**config.mk**
```make
export PLATFORM = sky130hd
export DESIGN_NAME = pbdr_regs
export DESIGN_NICKNAME = d
export VERILOG_FILES = /design/src/pkg/pbdr_pkg.sv /design/src/core/pbdr_regs.sv
export SDC_FILE = /design/constraint.sdc
export NUM_CORES = 1
export LEC_CHECK = 0
export BUFFER_PORTS_ARGS = -buffer_cell sky130_fd_sc_hd__buf_2
export CAP_MARGIN = 0
export CORE_MARGIN = 4
export CORE_UTILIZATION = 45
export DETAILED_ROUTE_END_ITERATION = 10
export PLACE_DENSITY = 0.68
export SYNTH_ARGS = -nofsm -noshare
export SYNTH_HDL_FRONTEND = slang
export SYNTH_SLANG_ARGS = --single-unit
```
**constraint.sdc**
```tcl
create_clock -name ref_clk_in -period 3.7 [get_ports ref_clk_in]
set_clock_uncertainty 0.1 [all_clocks]
set_input_delay 0.185 -clock ref_clk_in [delete_from_list [all_inputs] [get_ports ref_clk_in]]
set_output_delay 0.185 -clock ref_clk_in [all_outputs]
set_load 0.005 [all_outputs]
```
**src/pkg/pbdr_pkg.sv**
```systemverilog
package pbdr_pkg;

	// register indexes; the byte address on the bus is four times the index
	localparam logic [7:0] IDX_ERRCOUNT_GAP = 8'h1B;
	localparam logic [7:0] IDX_PACKET_LENGTH = 8'h1C;
	localparam logic [7:0] IDX_CABLE_DIAG = 8'h1E;
	localparam logic [7:0] IDX_RESET_CONTROL = 8'h1F;
	localparam logic [7:0] IDX_IRQ_STATUS = 8'h20;
	localparam logic [7:0] IDX_IRQ_MASK = 8'h21;

	// field positions
	localparam int ERRCNT_LSB = 8;
	localparam int ERRCNT_CLEAR_BIT = 15;
	localparam int DIAG_START_BIT = 15;
	localparam int QUALITY_LSB = 8;
	localparam int DIAG_DONE_BIT = 1;
	localparam int DIAG_FAIL_BIT = 0;
	localparam int SOFT_RESET_BIT = 15;
	localparam int SOFT_RESTART_BIT = 14;

	// interrupt status and mask layout
	localparam int IRQ_DONE_BIT = 0;
	localparam int IRQ_FAIL_BIT = 1;
	localparam int IRQ_SAT_BIT = 2;
	localparam int IRQ_W = 3;

	// reset values and error count ceiling
	localparam logic [7:0] IPG_RESET = 8'h7D;
	localparam logic [10:0] PKT_LEN_RESET = 11'h5DC;
	localparam logic [7:0] ERRCNT_MAX = 8'hFF;
	localparam logic [IRQ_W-1:0] IRQ_MASK_RESET = 3'h0;

	// timing: length of the internal reset pulse from a software reset or restart
	localparam int CLK_PERIOD_NS = 5;
	localparam int RESET_PULSE_NS = 80;
	localparam int RESET_PULSE_CYCLES = (RESET_PULSE_NS + CLK_PERIOD_NS - 1) / CLK_PERIOD_NS;
	localparam int RST_CNT_W = 8;

	typedef struct packed {
		logic [7:0] err_cnt;
		logic [7:0] err_shown;
		logic locked;
		logic [7:0] ipg_len;
		logic [10:0] pkt_len;
		logic diag_start;
		logic diag_done;
		logic diag_fail;
		logic [1:0] quality;
		logic [IRQ_W-1:0] irq_stat;
		logic [IRQ_W-1:0] irq_mask;
		logic [31:0] prdata;
		logic [RST_CNT_W-1:0] rst_cnt;
		logic rst_busy;
		logic rst_full;
	} pbdr_state_type;

	typedef struct packed {
		logic psel;
		logic penable;
		logic pwrite;
		logic [9:0] paddr;
		logic [31:0] pwdata;
	} pbdr_apb_req_type;

	typedef struct packed {
		logic byte_error;
		logic count_mode;
		logic lock_write;
		logic diag_done;
		logic diag_fail;
		logic [1:0] quality;
	} pbdr_phy_in_type;

endpackage : pbdr_pkg
```
**src/core/pbdr_regs.sv**
```systemverilog
`timescale 1ns/10ps

// What this block does
// error byte count in errcount high byte
// self-test control write freezes shown count
// count mode zero saturates at 0xFF
// writing bit15 captures count, clears counter
// gap byte field drives generator, resets 125
// 11-bit packet length field, resets 1500
// reserved bits ignore writes, read zero
// start bit launches cable measurement
// start bit clears when done raises
// done bit set on measurement completion
// fail bit set when measurement fails
// two-bit link quality field, read only
// software trusts quality only with link up
// bit15 resets whole PHY, self clears
// bit14 restarts PHY keeping registers except start bit, which it clears; self clears
// new launch clears done and fail
// reset bits read zero when finished
module pbdr_regs
	import pbdr_pkg::*;
#(
	parameter int RESET_CYCLES = RESET_PULSE_CYCLES
) (
	input wire logic ref_clk_in,
	input wire logic rstn_in,
	input wire logic psel_in,
	input wire logic penable_in,
	input wire logic pwrite_in,
	input wire logic [9:0] paddr_in,
	input wire logic [31:0] pwdata_in,
	output logic [31:0] prdata_out,
	output logic pready_out,
	output logic pslverr_out,
	input wire logic prbs_byte_error_in,
	input wire logic prbs_count_mode_in,
	input wire logic selftest_lock_write_in,
	input wire logic diag_done_in,
	input wire logic diag_fail_in,
	input wire logic [1:0] link_quality_in,
	output logic [7:0] ipg_len_out,
	output logic [10:0] pkt_len_out,
	output logic diag_start_out,
	output logic phy_reset_out,
	output logic phy_restart_out,
	output logic irq_out
);

	pbdr_state_type s_q;
	pbdr_state_type s_d;
	pbdr_apb_req_type req;
	pbdr_phy_in_type phy;

	function automatic logic [7:0] reg_index(input logic [9:0] addr);
		reg_index = addr[9:2];
	endfunction : reg_index

	function automatic logic mapped(input logic [9:0] addr);
		logic [7:0] idx;
		idx = reg_index(addr);
		mapped = (addr[1:0] == 2'h0) &&
			(idx == IDX_ERRCOUNT_GAP || idx == IDX_PACKET_LENGTH ||
			idx == IDX_CABLE_DIAG || idx == IDX_RESET_CONTROL ||
			idx == IDX_IRQ_STATUS || idx == IDX_IRQ_MASK);
	endfunction : mapped

	function automatic pbdr_state_type reset_state();
		pbdr_state_type r;
		r = '0;
		r.ipg_len = IPG_RESET;
		r.pkt_len = PKT_LEN_RESET;
		r.irq_mask = IRQ_MASK_RESET;
		reset_state = r;
	endfunction : reset_state

	assign req = '{psel: psel_in, penable: penable_in, pwrite: pwrite_in,
		paddr: paddr_in, pwdata: pwdata_in};
	assign phy = '{byte_error: prbs_byte_error_in, count_mode: prbs_count_mode_in,
		lock_write: selftest_lock_write_in, diag_done: diag_done_in,
		diag_fail: diag_fail_in, quality: link_quality_in};

	always_comb begin
		logic wr;
		logic setup;
		logic [7:0] idx;
		logic [IRQ_W-1:0] ev;
		logic [IRQ_W-1:0] clr;
		logic [15:0] rd;
		wr = 1'b0;
		setup = 1'b0;
		idx = 8'h00;
		ev = '0;
		clr = '0;
		rd = 16'h0000;
		s_d = s_q;
		idx = reg_index(req.paddr);
		setup = req.psel && !req.penable;
		wr = req.psel && req.penable && req.pwrite && mapped(req.paddr);
		s_d.quality = phy.quality;

		// checker error count, saturating or wrapping
		if (phy.byte_error) begin
			if (phy.count_mode || s_q.err_cnt != ERRCNT_MAX) begin
				s_d.err_cnt = s_q.err_cnt + 8'h01;
			end
			if (!phy.count_mode && s_q.err_cnt == ERRCNT_MAX - 8'h01) begin
				ev[IRQ_SAT_BIT] = 1'b1;
			end
		end
		if (phy.lock_write) begin
			s_d.err_shown = s_q.err_cnt;
			s_d.locked = 1'b1;
		end

		// cable diagnostic completion
		if (s_q.diag_start && phy.diag_done) begin
			s_d.diag_start = 1'b0;
			s_d.diag_done = 1'b1;
			s_d.diag_fail = phy.diag_fail;
			ev[IRQ_DONE_BIT] = 1'b1;
			ev[IRQ_FAIL_BIT] = phy.diag_fail;
		end

		if (wr) begin
			case (idx)
				IDX_ERRCOUNT_GAP: begin
					s_d.ipg_len = req.pwdata[7:0];
					if (req.pwdata[ERRCNT_CLEAR_BIT]) begin
						s_d.err_shown = s_q.err_cnt;
						s_d.locked = 1'b1;
						s_d.err_cnt = 8'h00;
					end else begin
						s_d.locked = 1'b0;
					end
				end
				IDX_PACKET_LENGTH: begin
					s_d.pkt_len = req.pwdata[10:0];
				end
				IDX_CABLE_DIAG: begin
					if (req.pwdata[DIAG_START_BIT] && !s_q.diag_start) begin
						s_d.diag_start = 1'b1;
						s_d.diag_done = 1'b0;
						s_d.diag_fail = 1'b0;
					end else if (!req.pwdata[DIAG_START_BIT]) begin
						s_d.diag_start = 1'b0;
					end
				end
				IDX_RESET_CONTROL: begin
					if (!s_q.rst_busy &&
						(req.pwdata[SOFT_RESET_BIT] || req.pwdata[SOFT_RESTART_BIT])) begin
						s_d.rst_busy = 1'b1;
						s_d.rst_full = req.pwdata[SOFT_RESET_BIT];
						s_d.rst_cnt = RST_CNT_W'(RESET_CYCLES - 1);
					end
				end
				IDX_IRQ_STATUS: begin
					clr = req.pwdata[IRQ_W-1:0];
				end
				IDX_IRQ_MASK: begin
					s_d.irq_mask = req.pwdata[IRQ_W-1:0];
				end
				default: begin
				end
			endcase
		end
		// an event in the clearing cycle stays set
		s_d.irq_stat = (s_q.irq_stat & ~clr) | ev;

		// read data captured in the setup phase; reserved bits stay zero
		if (setup) begin
			case (idx)
				IDX_ERRCOUNT_GAP: begin
					rd[15:ERRCNT_LSB] = s_q.locked ? s_q.err_shown : s_q.err_cnt;
					rd[7:0] = s_q.ipg_len;
				end
				IDX_PACKET_LENGTH: begin
					rd[10:0] = s_q.pkt_len;
				end
				IDX_CABLE_DIAG: begin
					rd[DIAG_START_BIT] = s_q.diag_start;
					rd[QUALITY_LSB+1:QUALITY_LSB] = s_q.quality;
					rd[DIAG_DONE_BIT] = s_q.diag_done;
					rd[DIAG_FAIL_BIT] = s_q.diag_fail;
				end
				IDX_RESET_CONTROL: begin
					rd[SOFT_RESET_BIT] = s_q.rst_busy && s_q.rst_full;
					rd[SOFT_RESTART_BIT] = s_q.rst_busy && !s_q.rst_full;
				end
				IDX_IRQ_STATUS: begin
					rd[IRQ_W-1:0] = s_q.irq_stat;
				end
				IDX_IRQ_MASK: begin
					rd[IRQ_W-1:0] = s_q.irq_mask;
				end
				default: begin
				end
			endcase
			s_d.prdata = {16'h0000, rd};
		end

		// software reset or restart pulse
		if (s_q.rst_busy) begin
			if (s_q.rst_cnt == '0) begin
				s_d.rst_busy = 1'b0;
				if (s_q.rst_full) begin
					s_d = reset_state();
				end
			end else begin
				s_d.rst_cnt = s_q.rst_cnt - RST_CNT_W'(1);
			end
			if (!s_q.rst_full) begin
				s_d.diag_start = 1'b0;
			end
		end
	end

	always_ff @(posedge ref_clk_in or negedge rstn_in) begin
		if (!rstn_in) begin
			s_q <= reset_state();
		end else begin
			s_q <= s_d;
		end
	end

	assign pready_out = 1'b1;
	assign pslverr_out = psel_in && penable_in && !mapped(paddr_in);
	assign prdata_out = s_q.prdata;
	assign ipg_len_out = s_q.ipg_len;
	assign pkt_len_out = s_q.pkt_len;
	assign diag_start_out = s_q.diag_start;
	assign phy_reset_out = s_q.rst_busy && s_q.rst_full;
	assign phy_restart_out = s_q.rst_busy && !s_q.rst_full;
	assign irq_out = |(s_q.irq_stat & s_q.irq_mask);

endmodule : pbdr_regs

```
==> results.toml <==
[cells_and_area]
layoutNonFillerInstCount = 680
utilization_pct = 50.8
final_common_cell = "buf_2"
fin_area_um2 = 5320
fill_cells = 994
n_antenna_cell = 0
fin_nets = 596
syn_to_final_growth_pct = 8.95
drive_gt1_share_pct = 26.1
final_cell_mix = "buf_2 (89), dfrtp_1 (76), nand2_1 (45)"

[floorplanning]
die-area_um2 = 12600
core_area_um2 = 10500
core.rowCount = 37
fp.dieW_um = 112
ioPinCount = 111
die_h_um = 112
initial_core_util_pct = 46.6

[synthesis]
synth_top_family_by_area = "simple AND/OR/NAND/NOR gates"
synthArstFlopShare_pct = 100
ys_seq_elements = 89
synth-simple-area-share_pct = 18.8
synth_top_area_share_pct = 39.0
synth-xor-area-share_pct = 0.897
synthTopCellsByArea = "dfrtp_1 (39%), buf_4 (8.3%), dfstp_2 (7.0%)"
syn_area_um2 = 4880
synth_edf_count = 0
synth_cells = 502
synth_compound_gate_area_share_pct = 14.5
yosysUniqueCellTypes = 64
synth_adder_area_share_pct = 0.769
syn-num-nets = 559
synthMuxAreaShare_pct = 6.72
synth_seq_area_share_pct = 46.0
syn_area_per_cell_um2 = 9.72
yosysWarnings = 0
yosysTopAreaCell = "dfrtp_1"
synth-main-ff-cell = "dfrtp_1"

[drt]
final_antenna_net_count = 0
drt-total-wl_um = 11700
drt-initial-drc-count = 283
wl_per_cell_um = 17.3
first_pass_iters = 4
drt-vias-per-instance = 5.52
drc_errors = 0
via_count = 3751

[global_routing]
grt_pass1_vias = 3671
track_usage_pct = 18.7
antenna_found_initial = 0
globalRouteOverflowTotal = 0
grt_max_degree = 90
grt_first_pass_wirelength_um = 19300

[cts]
cts_inserted_buffers = 9
cts_tree = "built"
clk_latency_ns = 0.36
path_clk_slew_ns = 0.09
cts_sinks = 89
htreeDepth = 3
cts-root-buf = "clkbuf_8"
post_cts_buffers = 0
clk_path_buf_depth = 2

[critical_path]
critPathRequiredTime_ns = 3.86
worst_setup_path_end_kind = "register"
critPathLaunch = "s_q[2]$_DFF_PN0_"
crit_fanout = 29
crit_path_max_incr_delay_ns = 0.52
path_delay_family = "simple AND/OR/NAND/NOR gates"
cp_slowest_cell = "or3b_2"
path_cells = "inv_1, ha_1, or3b_2, nor3_2, buf_4, a21oi_1, o21a_1"
r2r-start = "s_q[2]$_DFF_PN0_"
cp.arrival_ns = 2.28
cp_num_buf_inv = 2
start_kind = "register"
criticalPathCategory = "reg2reg"

[timing]
max_slew_margin_pct = 21.0
tns_ns = 0
finalHoldViolations = 0
grt_setup_unrepaired = "false"
worst_pin_slew_ns = 1.18
fin_crit_sh_pct = 57.5
whs_ns = 0.0148
min_period_ns = 2.13
max_freq_ghz = 0.470
final_max_slew_viol_count = 0
setup_violations = 0

[placement]
gp_congestion = 0.828
place_area_um2 = 5000
numPortBuffers = 90
place_inst = 650
hpwl_um = 8080

[run]
maxCapViolCount = 0

[pwr]
irDropWorstVdd_mv = 0.190
power.leakage_uw = 0.00262
power_density_nw_per_um2 = 390

[worst_hold_path]
hp-class = "in2reg"
min_from = "pwdata_in[0]"

[run_status]
status = "finished, final reports clean"
-- worst reg2reg max path: stages (launching register included) --
cell and delay, ns:
dfrtp_1 0.42, inv_1 0.07, ha_1 0.20, or3b_2 0.52, nor3_2 0.17, buf_4 0.35, a21oi_1 0.08, o21a_1 0.12
-- synthesized netlist by cell type, types with 4 or more instances --
cell	number
a211oi_1	4
a21oi_1	29
a22o_1	7
a32oi_1	4
and2_1	6
and3_1	17
buf_2	16
buf_4	54
clkbuf_1	11
dfrtp_1	76
dfstp_2	13
inv_1	16
mux2_2	6
mux2i_1	26
nand2_1	45
nand2b_1	5
nand3_1	37
nand4_1	4
nor2_1	20
nor3_1	5
o21ai_0	26
o22ai_1	5
o31ai_1	4
or3_1	5
xnor2_1	5
-- final cells by class --
cell class | count | area [um^2] | area share [%]
Clock buffer | 9 | 124 | 2.33
Clock inverter | 7 | 52.6 | 0.988
Inverter | 16 | 60.1 | 1.13
Multi-Input combinational cell | 315 | 2040 | 38.4
Sequential cell | 89 | 2240 | 42.2
Tap cell | 136 | 170 | 3.20
Timing Repair Buffer | 108 | 623 | 11.7
-- metal layers --
metal  part of all wire, %  track usage [%]  wire (um)
met3                   6.1             4.37        711
met4                   1.2             5.21        146
met5                     0                0          0
met1                    46             26.1       5380
met2                    47             29.2       5500
-- worst paths after layout --
| check | depth (start not counted) | to | slack, ns |
|---|---|---|---|
| setup / recovery | 7 | s_q[2]$_DFF_PN0_ | 1.57 |
| hold / removal | 3 | pkt_len_out[0]$_DFF_PN0_ | 0.01 |
| setup reg to reg | 7 | s_q[2]$_DFF_PN0_ | 1.57 |
| hold reg to reg | 1 | prdata_out[18]$_DFF_PN0_ | 0.41 |
| max in group asynchronous | 2 | prdata_out[14]$_DFF_PN0_ | 2.32 |
| min in group asynchronous | 2 | prdata_out[31]$_DFF_PN0_ | 0.46 |
-- stage by stage --
stage | worst slack (ns) | power (uW)
floorplan | 1.83 | 1350
global placement | 1.56 | 1440
detailed placement | 1.58 | 1460
CTS | 1.57 | 2090
global route | 1.44 | 2190
finish | 1.57 | 2070
-- registers in the layout, summed over array words and instances, names as in the netlist --
register	count
s_q	37
prdata_out	32
pkt_len_out	11
ipg_len_out	8
diag_start_out	1
-- where the power goes --
part	internal, uW	total [uW]	leakage (uW)	switching (uW)
sequential	1050	1140	0.00113	89.6
clock	250	616	0.0000904	366
combinational	142	316	0.00140	174
-- kinds of logic (layout without fill, tap and decap cells) --
logic type / count (synthesis) / count (layout)
and+or+nand+nor: 169 / 169
buffers and inverters: 98 / 140
muxes: 32 / 32
other: 1 / 1
adders and majority gates: 3 / 3
xor gates and xnor gates: 5 / 5
AOI/OAI and AO/OA: 105 / 105
DFF: 89 / 89
-- what timing repair did --
item,in CTS,in global routing
resized for setup,0,0
hold buffers,14,0
endpoints found under the hold margin,93,0
setup endpoints to repair,0,0
Power figures use the tool's default switching activity.
